### src/common/lfs_pkg.sv
// constants and carrier types of the led fault supervisor
// assumes a single 50 MHz core clock and an apb register port
package lfs_pkg;

  // ==========================================================
  // timing
  // ==========================================================
  localparam int CLK_NS = 20; // core clock period
  localparam int SG_DEG_NS = 20000; // ground_short_deglitch
  localparam int OPEN_DEG_NS = 20000; // open-circuit deglitch
  localparam int TSD_DEG_NS = 40000; // thermal_deglitch
  localparam int RECOV_NS = 200000; // fault-recovery delay
  localparam int SG_DEG_CYC = (SG_DEG_NS + CLK_NS - 1) / CLK_NS;
  localparam int OPEN_DEG_CYC = (OPEN_DEG_NS + CLK_NS - 1) / CLK_NS;
  localparam int TSD_DEG_CYC = (TSD_DEG_NS + CLK_NS - 1) / CLK_NS;
  localparam int RECOV_CYC_DEF = (RECOV_NS + CLK_NS - 1) / CLK_NS;

  // ==========================================================
  // register map (byte addresses)
  // ==========================================================
  localparam logic [7:0] CTRL_OFS = 8'h00; // control
  localparam logic [7:0] STATE_OFS = 8'h04; // live state
  localparam logic [7:0] ISTAT_OFS = 8'h08; // sticky events, w1c
  localparam logic [7:0] IMASK_OFS = 8'h0C; // event mask
  localparam int CTRL_EN_BIT = 0; // global run enable
  localparam logic [31:0] CTRL_RST = 32'h0000_0001;
  localparam logic [31:0] IMASK_RST = 32'h0000_0000;
  localparam int EV_W = 5; // event count
  localparam int EV_SHORT = 0; // ground short detected
  localparam int EV_OPEN = 1; // open circuit detected
  localparam int EV_OT = 2; // overtemperature detected
  localparam int EV_EXT = 3; // bus pulled low by another party
  localparam int EV_RECOV = 4; // recovery complete
  localparam int ST_CHF = 0; // state: channel faults [2:0]
  localparam int ST_OT = 3; // state: overtemperature
  localparam int ST_BUSLOW = 4; // state: fault line low
  localparam int ST_HOLD = 5; // state: outputs held off
  localparam int ST_LOWPWR = 6; // state: fault mode

  // ==========================================================
  // carriers
  // ==========================================================
  typedef struct packed {
    logic supply_ok_in; // supply above power-on rising threshold
    logic fault_line_in; // level seen on the shared fault line
    logic over_temp_in; // junction above thermal_shutdown_limit
    logic diag_enable_in; // open detection enable
    logic [2:0] channel_dim_in; // per-channel dimming input
    logic [2:0] ground_short_in; // output below ground_short_threshold
    logic [2:0] open_in; // open or short-to-supply sensed
  } lfs_pin_t;

  localparam lfs_pin_t PIN_RST = '{supply_ok_in: 1'b0, fault_line_in: 1'b1, over_temp_in: 1'b0,
    diag_enable_in: 1'b0, channel_dim_in: 3'h0, ground_short_in: 3'h0, open_in: 3'h0};

  typedef struct packed {
    logic [2:0] ch_on; // channel regulating at set current
    logic [2:0] ch_retry; // channel driven with retry current
    logic low_power; // fault mode, reduced supply use
  } lfs_drv_t;

endpackage : lfs_pkg

### src/design/lfs_supervisor.sv
// fault supervisor of a three-channel led driver, with apb registers
// assumes analog comparators deliver levels asynchronous to CORE_CLK
//
// How it works
// - diag low ignores open and supply shorts
// - deglitched ground short forces retry current
// - deglitched overtemperature turns all channels off
// - line low with own fault: retry failed
// - after line release wait recovery then on
// - line low, no own fault: all off
// - below power-on threshold everything disabled
// - fault pulls line; low line enters fault mode
// - diag high enables open detection
// - channels not retrying stay off until line high again and the recovery delay has passed

// ============================================================
// three-stage input synchroniser with agreement filter
// ============================================================
module lfs_sync #(
  parameter int W = 1, // width
  parameter logic [W-1:0] RST = '0 // reset level
) (
  input wire logic clk, // core clock
  input wire logic nrst, // async reset, low
  input wire logic [W-1:0] d, // asynchronous level
  output logic [W-1:0] q // filtered level
);
  logic [W-1:0] s1_reg; // first stage, read by s2 only
  logic [W-1:0] s2_reg; // second stage
  logic [W-1:0] s3_reg; // third stage

  // shift chain; a change counts once stage two and three agree
  always_ff @(posedge clk or negedge nrst) begin
    if (!nrst) begin
      s1_reg <= RST;
      s2_reg <= RST;
      s3_reg <= RST;
      q <= RST;
    end else begin
      s1_reg <= d;
      s2_reg <= s1_reg;
      s3_reg <= s2_reg;
      for (int i = 0; i < W; i++) begin
        if (s2_reg[i] == s3_reg[i]) begin
          q[i] <= s3_reg[i];
        end
      end
    end
  end
endmodule : lfs_sync

// ============================================================
// restarting deglitch counter
// ============================================================
module lfs_deglitch #(
  parameter int CNT = 4 // cycles the condition must hold
) (
  input wire logic clk, // core clock
  input wire logic nrst, // async reset, low
  input wire logic cond, // qualifying condition
  output logic done // condition held CNT cycles
);
  localparam int CW = $clog2(CNT + 1); // counter width
  logic [CW-1:0] cnt_reg; // cycles seen so far

  // count while the condition stands, restart whenever it drops
  always_ff @(posedge clk or negedge nrst) begin
    if (!nrst) begin
      cnt_reg <= '0;
      done <= 1'b0;
    end else if (!cond) begin
      cnt_reg <= '0;
      done <= 1'b0;
    end else if (cnt_reg < CW'(CNT - 1)) begin
      cnt_reg <= cnt_reg + CW'(1);
    end else begin
      done <= 1'b1;
    end
  end
endmodule : lfs_deglitch

// ============================================================
// top
// ============================================================
module lfs_supervisor #(
  parameter int RECOV_CYC = lfs_pkg::RECOV_CYC_DEF // recovery delay in cycles
) (
  input wire logic CORE_CLK, // core clock, 50 MHz
  input wire logic NRST, // async reset, low
  input wire logic PSEL, // apb select
  input wire logic PENABLE, // apb access phase
  input wire logic PWRITE, // apb direction
  input wire logic [7:0] PADDR, // apb byte address
  input wire logic [31:0] PWDATA, // apb write data
  output logic [31:0] PRDATA, // apb read data
  output logic PREADY, // apb ready
  output logic PSLVERR, // apb error, unmapped address
  input wire lfs_pkg::lfs_pin_t PIN_IN, // analog and pin levels
  output logic FAULT_OUT, // fault line drive value, always low
  output logic FAULT_OE, // fault line sink enable
  output lfs_pkg::lfs_drv_t DRV_OUT, // channel drive
  output logic IRQ // interrupt, level
);
  import lfs_pkg::*;

  // ==========================================================
  // input synchronisation
  // ==========================================================
  lfs_pin_t pin; // filtered pins

  lfs_sync #(.W($bits(lfs_pin_t)), .RST(PIN_RST)) u_sync (
    .clk(CORE_CLK),
    .nrst(NRST),
    .d(PIN_IN),
    .q(pin)
  );

  logic [31:0] ctrl_reg; // control register
  logic [EV_W-1:0] istat_reg; // sticky events
  logic [EV_W-1:0] imask_reg; // event mask
  logic [2:0] short_reg; // per-channel ground short latched
  logic [2:0] open_reg; // per-channel open latched
  logic ot_reg; // overtemperature latched
  logic hold_reg; // outputs held off by the fault line
  logic run; // supply good and enabled
  logic own_fault; // any fault of this device
  logic bus_low; // fault line seen low
  logic [2:0] sg_done; // short deglitch expired
  logic [2:0] op_done; // open deglitch expired
  logic [2:0] sg_cond; // short qualifying condition
  logic [2:0] op_cond; // open qualifying condition
  logic ot_done; // thermal deglitch expired
  logic rec_done; // recovery delay expired

  assign run = pin.supply_ok_in & ctrl_reg[CTRL_EN_BIT];
  assign bus_low = ~pin.fault_line_in;
  assign own_fault = (|short_reg) | (|open_reg) | ot_reg;

  // ==========================================================
  // channel detectors
  // ==========================================================
  for (genvar i = 0; i < 3; i++) begin : g_ch
    // a retrying channel is judged regardless of its dimming input
    assign sg_cond[i] = run & pin.ground_short_in[i] & (pin.channel_dim_in[i] | short_reg[i]);
    // open sensing only counts with diagnostics on
    assign op_cond[i] = run & pin.diag_enable_in & pin.open_in[i] & (pin.channel_dim_in[i] | open_reg[i]);

    lfs_deglitch #(.CNT(SG_DEG_CYC)) u_sg (
      .clk(CORE_CLK),
      .nrst(NRST),
      .cond(sg_cond[i]),
      .done(sg_done[i])
    );

    lfs_deglitch #(.CNT(OPEN_DEG_CYC)) u_op (
      .clk(CORE_CLK),
      .nrst(NRST),
      .cond(op_cond[i]),
      .done(op_done[i])
    );
  end

  lfs_deglitch #(.CNT(TSD_DEG_CYC)) u_ot (
    .clk(CORE_CLK),
    .nrst(NRST),
    .cond(run & pin.over_temp_in),
    .done(ot_done)
  );

  // recovery counts only while the line is released after a hold
  lfs_deglitch #(.CNT(RECOV_CYC)) u_rec (
    .clk(CORE_CLK),
    .nrst(NRST),
    .cond(hold_reg & ~bus_low),
    .done(rec_done)
  );

  // ==========================================================
  // fault latches
  // ==========================================================
  // a fault stands while its condition stands, then clears by itself
  always_ff @(posedge CORE_CLK or negedge NRST) begin
    if (!NRST) begin
      short_reg <= 3'h0;
      open_reg <= 3'h0;
      ot_reg <= 1'b0;
    end else begin
      for (int i = 0; i < 3; i++) begin
        // a dropped condition clears the latch at once, even if done is still high
        short_reg[i] <= sg_cond[i] & (sg_done[i] | short_reg[i]);
        open_reg[i] <= op_cond[i] & (op_done[i] | open_reg[i]);
      end
      ot_reg <= ot_done | (ot_reg & run & pin.over_temp_in);
    end
  end

  // line hold: set while the line is low, ends after recovery delay
  always_ff @(posedge CORE_CLK or negedge NRST) begin
    if (!NRST) begin
      hold_reg <= 1'b0;
    end else if (bus_low) begin
      hold_reg <= 1'b1;
    end else if (rec_done) begin
      hold_reg <= 1'b0;
    end
  end

  // ==========================================================
  // channel and fault line drive
  // ==========================================================
  // healthy channels follow dimming unless held; failed ones retry
  always_ff @(posedge CORE_CLK or negedge NRST) begin
    if (!NRST) begin
      DRV_OUT <= '0;
      FAULT_OUT <= 1'b0;
      FAULT_OE <= 1'b0;
    end else begin
      for (int i = 0; i < 3; i++) begin
        DRV_OUT.ch_on[i] <= run & ~ot_reg & ~hold_reg & ~bus_low & pin.channel_dim_in[i] &
          ~short_reg[i] & ~open_reg[i];
        DRV_OUT.ch_retry[i] <= run & ~ot_reg & (short_reg[i] | open_reg[i]);
      end
      DRV_OUT.low_power <= own_fault & bus_low;
      FAULT_OUT <= 1'b0;
      FAULT_OE <= own_fault;
    end
  end

  // ==========================================================
  // events and interrupt
  // ==========================================================
  logic [EV_W-1:0] ev; // one-cycle events
  logic hold_q; // hold_reg delayed
  logic ext_q; // external low delayed
  logic [2:0] short_q; // short_reg delayed
  logic [2:0] open_q; // open_reg delayed
  logic ot_q; // ot_reg delayed
  logic ev_wr; // w1c write to event status

  assign ev[EV_SHORT] = |(short_reg & ~short_q);
  assign ev[EV_OPEN] = |(open_reg & ~open_q);
  assign ev[EV_OT] = ot_reg & ~ot_q;
  // a low line seen during our own hold is not blamed on another party,
  // since our released sink still reads low for a few filter cycles
  assign ev[EV_EXT] = (bus_low & ~own_fault & ~hold_reg) & ~ext_q;
  assign ev[EV_RECOV] = hold_q & ~hold_reg;

  // edge history for event detection
  always_ff @(posedge CORE_CLK or negedge NRST) begin
    if (!NRST) begin
      short_q <= 3'h0;
      open_q <= 3'h0;
      ot_q <= 1'b0;
      hold_q <= 1'b0;
      ext_q <= 1'b0;
    end else begin
      short_q <= short_reg;
      open_q <= open_reg;
      ot_q <= ot_reg;
      hold_q <= hold_reg;
      ext_q <= bus_low & ~own_fault & ~hold_reg;
    end
  end

  // writes take effect at the edge where the master sees PREADY high
  assign ev_wr = PSEL & PENABLE & PREADY & PWRITE & (PADDR == ISTAT_OFS);

  // sticky status; a new event wins over a clearing write
  always_ff @(posedge CORE_CLK or negedge NRST) begin
    if (!NRST) begin
      istat_reg <= '0;
    end else if (ev_wr) begin
      istat_reg <= (istat_reg & ~PWDATA[EV_W-1:0]) | ev;
    end else begin
      istat_reg <= istat_reg | ev;
    end
  end

  // interrupt level from unmasked status
  always_ff @(posedge CORE_CLK or negedge NRST) begin
    if (!NRST) begin
      IRQ <= 1'b0;
    end else begin
      IRQ <= |(istat_reg & imask_reg);
    end
  end

  // ==========================================================
  // apb slave: one wait state, answer on second access cycle
  // ==========================================================
  logic acc; // access cycle, not yet answered
  logic mapped; // address decodes
  logic [31:0] rd; // read mux

  assign acc = PSEL & PENABLE & ~PREADY;
  assign mapped = (PADDR == CTRL_OFS) | (PADDR == STATE_OFS) | (PADDR == ISTAT_OFS) | (PADDR == IMASK_OFS);

  // read data selection
  always_comb begin
    rd = 32'h0000_0000;
    case (PADDR)
      CTRL_OFS: rd = ctrl_reg;
      STATE_OFS: begin
        rd[ST_CHF +: 3] = short_reg | open_reg;
        rd[ST_OT] = ot_reg;
        rd[ST_BUSLOW] = bus_low;
        rd[ST_HOLD] = hold_reg;
        rd[ST_LOWPWR] = DRV_OUT.low_power;
      end
      ISTAT_OFS: rd[EV_W-1:0] = istat_reg;
      IMASK_OFS: rd[EV_W-1:0] = imask_reg;
      default: rd = 32'h0000_0000;
    endcase
  end

  // writable registers
  always_ff @(posedge CORE_CLK or negedge NRST) begin
    if (!NRST) begin
      ctrl_reg <= CTRL_RST;
      imask_reg <= IMASK_RST[EV_W-1:0];
    end else if (PSEL & PENABLE & PREADY & PWRITE) begin
      if (PADDR == CTRL_OFS) begin
        ctrl_reg <= {31'h0000_0000, PWDATA[CTRL_EN_BIT]};
      end
      if (PADDR == IMASK_OFS) begin
        imask_reg <= PWDATA[EV_W-1:0];
      end
    end
  end

  // handshake and read data
  always_ff @(posedge CORE_CLK or negedge NRST) begin
    if (!NRST) begin
      PREADY <= 1'b0;
      PSLVERR <= 1'b0;
      PRDATA <= 32'h0000_0000;
    end else begin
      PREADY <= acc;
      PSLVERR <= acc & ~mapped;
      PRDATA <= (acc & ~PWRITE) ? rd : 32'h0000_0000;
    end
  end
endmodule : lfs_supervisor

### config.mk
export PLATFORM = sky130hd
export DESIGN_NAME = lfs_supervisor
export DESIGN_NICKNAME = d
export VERILOG_FILES = /design/src/common/lfs_pkg.sv /design/src/design/lfs_supervisor.sv
export SDC_FILE = /design/constraint.sdc
export NUM_CORES = 1
export LEC_CHECK = 0
export ABC_CLOCK_PERIOD_IN_PS = 3150
export BUFFER_PORTS_ARGS = -buffer_cell sky130_fd_sc_hd__buf_2
export CELL_PAD_IN_SITES_DETAIL_PLACEMENT = 0
export CELL_PAD_IN_SITES_GLOBAL_PLACEMENT = 1
export CORE_ASPECT_RATIO = 0.6
export CORE_MARGIN = 3
export CORE_UTILIZATION = 41
export DETAILED_ROUTE_END_ITERATION = 8
export PLACE_DENSITY_LB_ADDON = 0.1
export SLEW_MARGIN = 10
export SYNTH_ARGS = -nofsm -noshare
export SYNTH_HDL_FRONTEND = slang
export SYNTH_HIERARCHICAL = 1
export SYNTH_SLANG_ARGS = --single-unit
### constraint.sdc
create_clock -name CORE_CLK -period 3.15 [get_ports CORE_CLK]
set_clock_uncertainty 0.05 [all_clocks]
set_input_delay 0.1575 -clock CORE_CLK [delete_from_list [all_inputs] [get_ports CORE_CLK]]
set_output_delay 0.1575 -clock CORE_CLK [all_outputs]
set_load 0.05 [all_outputs]
==> flow_metrics.py, run 1 <==
metrics = {
    "floorplanning": {
        "floorplan.initialDensity_pct": 42.1,
        "core_area_um2": 20200,
        "fp-row-count": 40,
        "die-width_um": 192,
        "fp.dieH_um": 118,
        "top_level_ports": 102,
        "die_outline_area_um2": 22600,
    },
    "worst_setup_path": {
        "worst_r2r_endpoint": "g_ch[1].u_sg/cnt_reg[2]",
        "timing.critical_path.slowest_cell_delay_ps": 720,
        "critPathKind": "flop to flop",
        "critical_register_to_register_path_startpoint": "ctrl_reg[0]",
        "timing.critical_path.fanout_max": 14,
        "path_cells": "nand2_1, nor2_1, o21ai_0, nor2_1",
        "critical-path-slowest-cell": "sky130_fd_sc_hd__nor2_1",
        "cp-start-kind": "flop",
        "cp.required_ps": 3450,
        "worst-endpoint-arrival_ps": 2370,
        "worstRegToRegCells": 4,
        "reg2reg_slack_ps": 1080,
        "crit_path_capture_type": "flop",
        "critical_path.most_common_cell": "sky130_fd_sc_hd__nor2_1",
    },
    "clock_network": {
        "tritoncts": "done",
        "clock-sinks": 191,
        "cts_setup_buffers": 0,
        "clock_path_buffers": 2,
        "clk_pin_slew_worst_paths_ps": 60,
        "ctsHtreeMaxLevel": 4,
        "tritoncts.num_buffers": 17,
        "cts_root_buffer": "sky130_fd_sc_hd__clkbuf_16",
        "clock_insertion_delay_worst_skew_ps": 420,
        "hold_buffers": 19,
        "post_cts_gate_resize_count": 0,
    },
    "logic_synthesis": {
        "synth_top_family_by_area": "simple AND/OR/NAND/NOR gates",
        "synth.avg_cell_area_um2": 11.2,
        "yosys_most_used_dff": "sky130_fd_sc_hd__dfrtp_1",
        "syn_area_um2": 8520,
        "netlist_instances": 759,
        "yosys.area_share.adder_pct": 2.89,
        "postSynthRegisterBits": 191,
        "synth-edff-count": 0,
        "synth.area.mux_share_pct": 3.67,
        "synth_cell_type_count": 68,
        "synthSimpleGateAreaFrac_pct": 17.3,
        "synth_compound_area_share_pct": 12.2,
        "synth_sequential_area_ratio_pct": 56.2,
        "yosys.area_share.xor_xnor_pct": 2.26,
        "postSynth.asyncResetShare_pct": 100,
        "ys_warn_count": 6,
    },
    "worst_hold_path": {
        "timing.hold.worst_path_depth": 3,
        "min_path_type": "primary input to flop",
        "start_point_of_the_worst_hold_path": "PENABLE",
        "endpoint_worst_hold": "PSLVERR",
    },
    "place": {
        "dp_cells": 1060,
        "detailedPlacementHpwl_um": 11400,
        "placement.setup.worst_slack_ps": 1080,
        "finalWeightedCongestion": 0.815,
        "buffer_ports.inserted": 48,
    },
    "global_routing": {
        "initial_antenna_violation_count": 0,
        "global_route_wire_length_before_repair_um": 28000,
        "globalRouteOverflowTotal": 0,
        "via_count_of_the_first_global_routing_pass": 5397,
        "pin_count_of_the_biggest_net_entering_global_routing": 89,
        "globalRouteTotalUtil_pct": 15.4,
    },
    "sta": {
        "setup-violations-final": 0,
        "rsz0062_at_grt": "false",
        "post-route-min-period_ps": 2070,
        "post-route-period-util_pct": 65.6,
        "max_freq_mhz": 484,
        "finalSetupTns_ps": 0,
        "slew_violations": 0,
        "timing.final.hold_violations": 0,
        "worst_slew_pin_slew_ps": 830,
        "max_slew_margin_pct": 44.4,
        "postLayoutSetupSlackWorst_ps": 1080,
    },
    "detailed_routing": {
        "post-route-drc-count": 0,
        "via_per_instance_ratio": 5.18,
        "dr_total_vias": 5735,
        "detailedRoute.firstIterationViolations": 345,
        "ant_nets": 0,
        "average_routed_wire_per_standard_cell_um": 15.1,
        "detail_route.wirelength_um": 16700,
        "detail_route.first_pass.iterations": 4,
    },
    "layout": {
        "antenna-diode-count": 0,
        "design.final.nets": 891,
        "layout.core_utilization_pct": 47.7,
        "drive_gt1_share_pct": 16.1,
        "stdcell_count": 1107,
        "area_growth_synth_to_finish_pct": 13.2,
    },
    "outcome": {
        "result_of_the_run": "complete, no violations",
    },
    "power": {
        "static-leakage-power_nw": 4.34,
        "irDropWorstVdd_mv": 0.382,
        "power_density_nw_per_um2": 509,
    },
    "flow_run": {
        "max_cap_violations": 0,
    },
}
## cell usage in the layout, fill, tap and decap left out, drive strengths merged, types with 16 or more instances in the layout
cell         instances
and3                20
xor2                18
clkbuf              19
inv                 30
nand2               64
nand2b              16
nand3               39
conb                26
o21ai               36
dfrtp              186
mux2i               17
a21oi               31
nor2                41
dlygate4sd3         19
buf                 52
and2                25
## per-stage QoR
step	power, mW	cell area [µm²]	hold slack, ps
floorplan	2.74	8610	-188
global placement	2.81	8890	216
detailed placement	2.82	8890	218
CTS	5.00	9650	3.74
global route	5.13	9650	54.1
finish	4.91	9650	29.1
## worst max-delay path, delay by kind of cell (launching register included)
kind,cells,cell delay [ps]
compound gates,1,230
flops,1,610
simple gates,3,1100
## layout make-up
type	instances	area (µm²)
multi-input cells	514	3360
repair buffers	72	477
flip-flops and latches	191	4790
fillers	1831	10600
clock inverters	10	141
inverters	29	109
well taps	273	342
clock buffers	18	429
## cells in the mapped netlist, drive strengths merged (3+ instances only)
| master | instances | area [µm²] |
|---|---|---|
| nand3b | 6 | 45.0 |
| and4 | 7 | 61.3 |
| o21a | 6 | 45.0 |
| mux2 | 11 | 143 |
| and3 | 20 | 125 |
| nand2b | 16 | 100 |
| a21boi | 13 | 97.6 |
| nand3 | 39 | 200 |
| and2 | 25 | 174 |
| xnor2 | 4 | 35.0 |
| nor3 | 9 | 45.0 |
| a222oi | 3 | 30.0 |
| nand4 | 10 | 77.6 |
| maj3 | 13 | 146 |
| dfstp | 5 | 131 |
| dfrtp | 186 | 4650 |
| a22oi | 3 | 22.5 |
| inv | 29 | 109 |
| o31ai | 7 | 52.6 |
| a211oi | 13 | 113 |
| or4 | 11 | 92.6 |
| nand2 | 64 | 240 |
| clkbuf | 12 | 45.0 |
| o21ai | 36 | 180 |
| a31oi | 7 | 43.8 |
| a211o | 7 | 61.3 |
| o41ai | 3 | 26.3 |
| a41oi | 6 | 52.6 |
| xor2 | 18 | 158 |
| nor4 | 6 | 43.8 |
| a21oi | 31 | 155 |
| a2111oi | 5 | 81.3 |
| nor2b | 7 | 43.8 |
| mux2i | 17 | 170 |
| buf | 38 | 310 |
| ha | 8 | 100 |
| nor2 | 41 | 154 |
## where the power goes
part | internal, mW | switching (mW) | total (mW) | leakage [nW]
Clock | 1.23 | 0.896 | 2.13 | 0.274
Sequential | 2.51 | 0.0375 | 2.54 | 2.51
Combinational | 0.0709 | 0.172 | 0.243 | 1.56
## kinds of logic (layout without fill, tap and decap cells)
kind of cell               after synthesis  count (layout)
and+or+nand+nor                        268             268
muxes                                   28              28
AOI/OAI and AO/OA                      149             149
other                                    1              26
xor gates and xnor gates                22              22
buffers and inverters                   79             129
adders and majority gates               21              21
DFF                                    191             191
## how the worst max path moves through the flow
stage                start                       to  slack, ps  depth (start not counted)
2_1_floorplan       PREADY             imask_reg[0]       1170                          4
6_report       ctrl_reg[0]  g_ch[1].u_sg/cnt_reg[2]       1080                          4
3_3_place_gp   ctrl_reg[0]  g_ch[1].u_sg/cnt_reg[5]       1130                          4
3_5_place_dp   ctrl_reg[0]  g_ch[1].u_sg/cnt_reg[5]       1080                          4
5_1_grt        ctrl_reg[0]  g_ch[1].u_sg/cnt_reg[3]        890                          4
4_1_cts        ctrl_reg[0]          u_ot/cnt_reg[2]       1080                          4
## metal layers
metal / share of wire (%) / track usage (%) / wire length (µm)
met5: 0 / 0 / 0
met4: 0.56 / 3.55 / 94
met3: 4.8 / 3.84 / 804
met2: 41 / 21.3 / 6900
met1: 53 / 24.1 / 8900
Power figures use the tool's default switching activity.
==> inputs of run 2 (changes only) <==
Settings changed: ABC_CLOCK_PERIOD_IN_PS 3150 to 1960.
Clock period 3.15 ns to 1.96 ns, I/O delays scaled along.
==> flow_metrics.py, run 2 (same netlist as run 1, synthesis figures left out) <==
metrics = {
    "clock_network": {
        "clock_path_buffers": 2,
        "cts_setup_buffers": 0,
        "clock_insertion_delay_worst_skew_ps": 430,
        "tritoncts.num_buffers": 17,
        "ctsHtreeMaxLevel": 4,
        "clk_pin_slew_worst_paths_ps": 70,
        "cts_root_buffer": "sky130_fd_sc_hd__clkbuf_16",
        "tritoncts": "done",
        "clock-sinks": 191,
    },
    "layout": {
        "antenna-diode-count": 0,
        "stdcell_count": 1130,
        "final_common_cell": "sky130_fd_sc_hd__dfrtp_1",
        "drive_gt1_share_pct": 17.9,
        "fin_area_um2": 9860,
        "design.final.nets": 910,
        "mostFrequentLayoutCells": "sky130_fd_sc_hd__dfrtp_1, sky130_fd_sc_hd__nand2_1, sky130_fd_sc_hd__buf_2, sky130_fd_sc_hd__nor2_1, sky130_fd_sc_hd__nand3_1",
        "area_growth_synth_to_finish_pct": 15.8,
        "layout.core_utilization_pct": 48.8,
    },
    "global_routing": {
        "via_count_of_the_first_global_routing_pass": 5604,
        "pin_count_of_the_biggest_net_entering_global_routing": 68,
        "globalRouteTotalUtil_pct": 15.7,
        "initial_antenna_violation_count": 0,
        "globalRouteOverflowTotal": 0,
        "global_route_wire_length_before_repair_um": 28800,
    },
    "place": {
        "finalWeightedCongestion": 0.820,
        "buffer_ports.inserted": 48,
        "detailedPlacementHpwl_um": 11600,
        "detailed_place.area_um2": 9020,
        "placement.setup.worst_slack_ps": 47.3,
        "dp_cells": 1075,
    },
    "floorplanning": {
        "top_level_ports": 102,
        "die-width_um": 192,
        "fp-row-count": 40,
        "fp.dieH_um": 118,
        "core_area_um2": 20200,
        "die_outline_area_um2": 22600,
        "floorplan.initialDensity_pct": 42.1,
    },
    "detailed_routing": {
        "via_per_instance_ratio": 5.10,
        "ant_nets": 0,
        "post-route-drc-count": 0,
        "average_routed_wire_per_standard_cell_um": 15.1,
        "detail_route.first_pass.iterations": 5,
        "dr_total_vias": 5761,
        "detailedRoute.firstIterationViolations": 357,
        "detail_route.wirelength_um": 17000,
    },
    "power": {
        "irDropWorstVdd_mv": 0.625,
        "static-leakage-power_nw": 4.45,
        "power_density_nw_per_um2": 817,
    },
    "sta": {
        "post-route-min-period_ps": 1820,
        "max_freq_mhz": 550,
        "setup-violations-final": 0,
        "finalSetupTns_ps": 0,
        "post-route-period-util_pct": 92.8,
        "slew_violations": 0,
        "postLayoutSetupSlackWorst_ps": 140,
        "rsz0062_at_grt": "false",
        "timing.final.hold_violations": 0,
    },
    "worst_setup_path": {
        "critical_register_to_register_path_startpoint": "u_rec/cnt_reg[9]",
        "worst-endpoint-arrival_ps": 2120,
        "crit_path_capture_type": "flop",
        "critical_path.n_buffers_inverters": 0,
        "critical_path.top_delay_family": "compound AO/OA/AOI/OAI gates",
        "critPathKind": "flop to flop",
        "cp-start-kind": "flop",
        "critPathLaunch": "u_rec/cnt_reg[9]",
        "worst_r2r_endpoint": "u_rec/cnt_reg[10]",
        "timing.critical_path.fanout_max": 6,
        "path_cells": "a311o_2, a211oi_2, or3b_1, a21oi_1",
        "critical_path_cell_count": 4,
        "cp.required_ps": 2260,
        "worstRegToRegCells": 4,
        "critical-path-slowest-cell": "sky130_fd_sc_hd__a311o_2",
        "timing.critical_path.slowest_cell_delay_ps": 450,
        "worst_setup_path_endpoint": "u_rec/cnt_reg[10]",
        "reg2reg_slack_ps": 140,
    },
    "worst_hold_path": {
        "timing.hold.worst_path_depth": 4,
        "min_path_type": "primary input to flop",
    },
    "outcome": {
        "result_of_the_run": "complete, no violations",
    },
    "flow_run": {
        "max_cap_violations": 0,
    },
}
run 2: cell count changes in the layout (fill, tap and decap cells not counted), sizes merged:
cell and delta:
clkbuf +2, inv +1, dlygate4sd3 +4, buf +15, clkinvlp +2, clkinv -1
run 2: layout make-up:
class                      instances  area (µm²)
fill                            1788       10400
clock inverter                    12         160
clock buffer                      20         447
multi-input combinational        514        3360
inverter                          29         109
timing repair buffer              91         654
tap                              273         342
sequential                       191        4790
run 2: what timing repair did:
action	CTS	global route
hold buffers	23	0
resized for setup	0	0
endpoints found under the setup margin	0	0
endpoints found under the hold margin	216	0
run 2: worst min-delay path by stage:
stage	from	endpoint	slack, ps
global route	PSEL	istat_reg[3]	40
global placement	NRST	u_rec/cnt_reg[5]	3
floorplan	NRST	DRV_OUT[0]	-250
detailed placement	NRST	u_rec/cnt_reg[2]	3
finish	PADDR[0]	PSLVERR	60
CTS	PSEL	istat_reg[3]	30
run 2: per-stage QoR:
stage               total power [mW]  hold slack (ps)
finish                          8.05             56.6
global route                    8.40             40.1
global placement                4.53             3.18
CTS                             8.19             29.6
floorplan                       4.40             -248
detailed placement              4.54             3.20
run 2: tightest hold or removal path: stages:
cell                     delay [ps]
sky130_fd_sc_hd__buf_2           70
sky130_fd_sc_hd__or4_4          170
sky130_fd_sc_hd__nor2_1          50
sky130_fd_sc_hd__nor2_1          90
run 2: metal layers:
metal  share of wire [%]  global-route usage [%]
met1                  53                    24.9
met2                  42                    21.6
met3                 4.4                    3.45
met4                0.95                    3.91
met5                   0                       0
run 2: power by group:
group	internal [mW]	switching (mW)
Combinational	0.127	0.282
Sequential	4.02	0.0615
Clock	2.05	1.51
Total	6.20	1.85
==> inputs of run 3 (changes only) <==
Settings changed: ABC_CLOCK_PERIOD_IN_PS 1960 to 2100.
Clock period 1.96 ns to 2.1 ns, I/O delays scaled along.
==> flow_metrics.py, run 3 (same netlist as run 1, synthesis figures left out) <==
metrics = {
    "place": {
        "buffer_ports.inserted": 48,
        "detailedPlacementHpwl_um": 11600,
        "placement.setup.worst_slack_ps": 181,
        "dp_cells": 1071,
        "finalWeightedCongestion": 0.844,
        "detailed_place.area_um2": 8990,
    },
    "power": {
        "power.internal_mw": 5.76,
        "power.net_switching_mw": 1.75,
        "power_density_nw_per_um2": 764,
        "power.share.switching_pct": 23.3,
        "combinationalPowerShare_pct": 5.1,
        "clkPwrFrac_pct": 44.1,
        "share_seq_of_total_power_pct": 50.8,
        "static-leakage-power_nw": 4.44,
        "irDropWorstVdd_mv": 0.614,
        "total_power_mw": 7.51,
    },
    "floorplanning": {
        "die-width_um": 192,
        "top_level_ports": 102,
        "die_outline_area_um2": 22600,
        "fp.dieH_um": 118,
        "core_area_um2": 20200,
        "fp-row-count": 40,
        "floorplan.initialDensity_pct": 42.1,
    },
    "worst_setup_path": {
        "timing.critical_path.fanout_max": 6,
        "critPathLaunch": "u_rec/cnt_reg[8]",
        "crit_path_capture_type": "flop",
        "cp.required_ps": 2400,
        "worst-endpoint-arrival_ps": 2160,
        "worst_r2r_endpoint": "u_rec/cnt_reg[10]",
        "critPathKind": "flop to flop",
        "timing.critical_path.slowest_cell_delay_ps": 480,
        "critical_path.n_buffers_inverters": 0,
        "path_cells": "a311o_2, a211oi_2, or3b_1, a21oi_1",
        "critical_path.top_delay_family": "compound AO/OA/AOI/OAI gates",
        "reg2reg_slack_ps": 240,
        "worstRegToRegCells": 4,
        "critical_register_to_register_path_startpoint": "u_rec/cnt_reg[8]",
        "cp-start-kind": "flop",
        "critical-path-slowest-cell": "sky130_fd_sc_hd__a311o_2",
    },
    "sta": {
        "slew_violations": 0,
        "timing.final.hold_violations": 0,
        "rsz0062_at_grt": "false",
        "postLayoutSetupSlackWorst_ps": 245,
        "fin_worst_hold_slack_ps": 61.8,
        "post-route-period-util_pct": 88.3,
        "finalSetupTns_ps": 0,
        "post-route-min-period_ps": 1860,
        "setup-violations-final": 0,
        "max_freq_mhz": 539,
    },
    "clock_network": {
        "ctsHtreeMaxLevel": 4,
        "tritoncts.num_buffers": 17,
        "clock_path_buffers": 2,
        "tritoncts": "done",
        "clock-sinks": 191,
        "cts_setup_buffers": 0,
        "clk_pin_slew_worst_paths_ps": 70,
        "clock_insertion_delay_worst_skew_ps": 430,
        "cts_root_buffer": "sky130_fd_sc_hd__clkbuf_16",
    },
    "detailed_routing": {
        "detail_route.first_pass.iterations": 5,
        "detail_route.wirelength_um": 17000,
        "route.met3.wl_um": 647,
        "dr.max_layer_used": "met4",
        "detailedRoute.firstIterationViolations": 366,
        "met1_length_um": 9020,
        "post-route-drc-count": 0,
        "via_per_instance_ratio": 5.18,
        "dr_total_vias": 5835,
        "average_routed_wire_per_standard_cell_um": 15.1,
        "ant_nets": 0,
        "wl_met2_um": 7180,
    },
    "worst_hold_path": {
        "min_path_type": "primary input to flop",
        "timing.hold.worst_path_depth": 4,
        "start_point_of_the_worst_hold_path": "PADDR[0]",
        "endpoint_worst_hold": "PSLVERR",
    },
    "global_routing": {
        "globalRouteTotalUtil_pct": 15.6,
        "initial_antenna_violation_count": 0,
        "via_count_of_the_first_global_routing_pass": 5577,
        "globalRouteOverflowTotal": 0,
        "pin_count_of_the_biggest_net_entering_global_routing": 60,
        "global_route_wire_length_before_repair_um": 28600,
    },
    "outcome": {
        "result_of_the_run": "complete, no violations",
    },
    "layout": {
        "fillCellCount": 1810,
        "area_occupied_by_multi_input_gates_um2": 3370,
        "drive_gt1_share_pct": 17.5,
        "fin_area_um2": 9830,
        "area_growth_synth_to_finish_pct": 15.3,
        "layout.core_utilization_pct": 48.6,
        "final_common_cell": "sky130_fd_sc_hd__dfrtp_1",
        "mostFrequentLayoutCells": "sky130_fd_sc_hd__dfrtp_1, sky130_fd_sc_hd__nand2_1, sky130_fd_sc_hd__buf_2, sky130_fd_sc_hd__nor2_1, sky130_fd_sc_hd__nand3_1",
        "antenna-diode-count": 0,
        "final-seq-area_um2": 4790,
        "design.final.nets": 906,
        "stdcell_count": 1126,
    },
    "flow_run": {
        "max_cap_violations": 0,
    },
}
run 3: cell types whose count changed in the layout (fill, tap and decap cells not counted), moves of 2 or more:
cell	previous run	this run
sky130_fd_sc_hd__clkinvlp_4	4	1
sky130_fd_sc_hd__clkinv_2	1	3
sky130_fd_sc_hd__buf_4	18	14
sky130_fd_sc_hd__clkinv_4	2	4
run 3: how the worst max path moves through the flow:
stage / slack [ps] / endpoint / cells past startpoint
floorplan: 120 / imask_reg[0] / 4
global placement: 200 / imask_reg[2] / 4
detailed placement: 180 / imask_reg[3] / 4
CTS: 150 / u_rec/cnt_reg[5] / 6
global route: 120 / u_rec/cnt_reg[10] / 4
finish: 240 / u_rec/cnt_reg[10] / 4
run 3: worst min-delay path: stages:
cell                     delay (ps)
sky130_fd_sc_hd__buf_2           70
sky130_fd_sc_hd__or4_4          170
sky130_fd_sc_hd__nor2_1          50
sky130_fd_sc_hd__nor2_1          90
run 3: per-layer routing:
layer	track usage (%)	up-vias
li1	-	2820
met1	24.5	2901
met2	21.7	101
met3	3.18	13
met4	4.55	0
met5	0	-
run 3: timing repair:
action / in CTS / in global routing
gates resized for setup: 0 / 1
hold buffers: 23 / 0
endpoints found under the hold margin: 87 / 0
setup endpoints to repair: 0 / 1
run 3: cell type report:
class                      count  area share, %
sequential                   191           48.7
multi-input combinational    514           34.3
timing repair buffer          87           6.35
clock buffer                  19           4.41
tap                          273           3.48
clock inverter                13           1.68
inverter                      29           1.11
run 3: power by group through the flow:
stage / logic, mW / registers, mW / clock network [mW]
5_1_grt: 0.424 / 3.83 / 3.56
4_1_cts: 0.386 / 3.82 / 3.42
6_report: 0.381 / 3.82 / 3.31
3_5_place_dp: 0.352 / 3.89 / 0
3_3_place_gp: 0.346 / 3.88 / 0
2_1_floorplan: 0.232 / 3.87 / 0
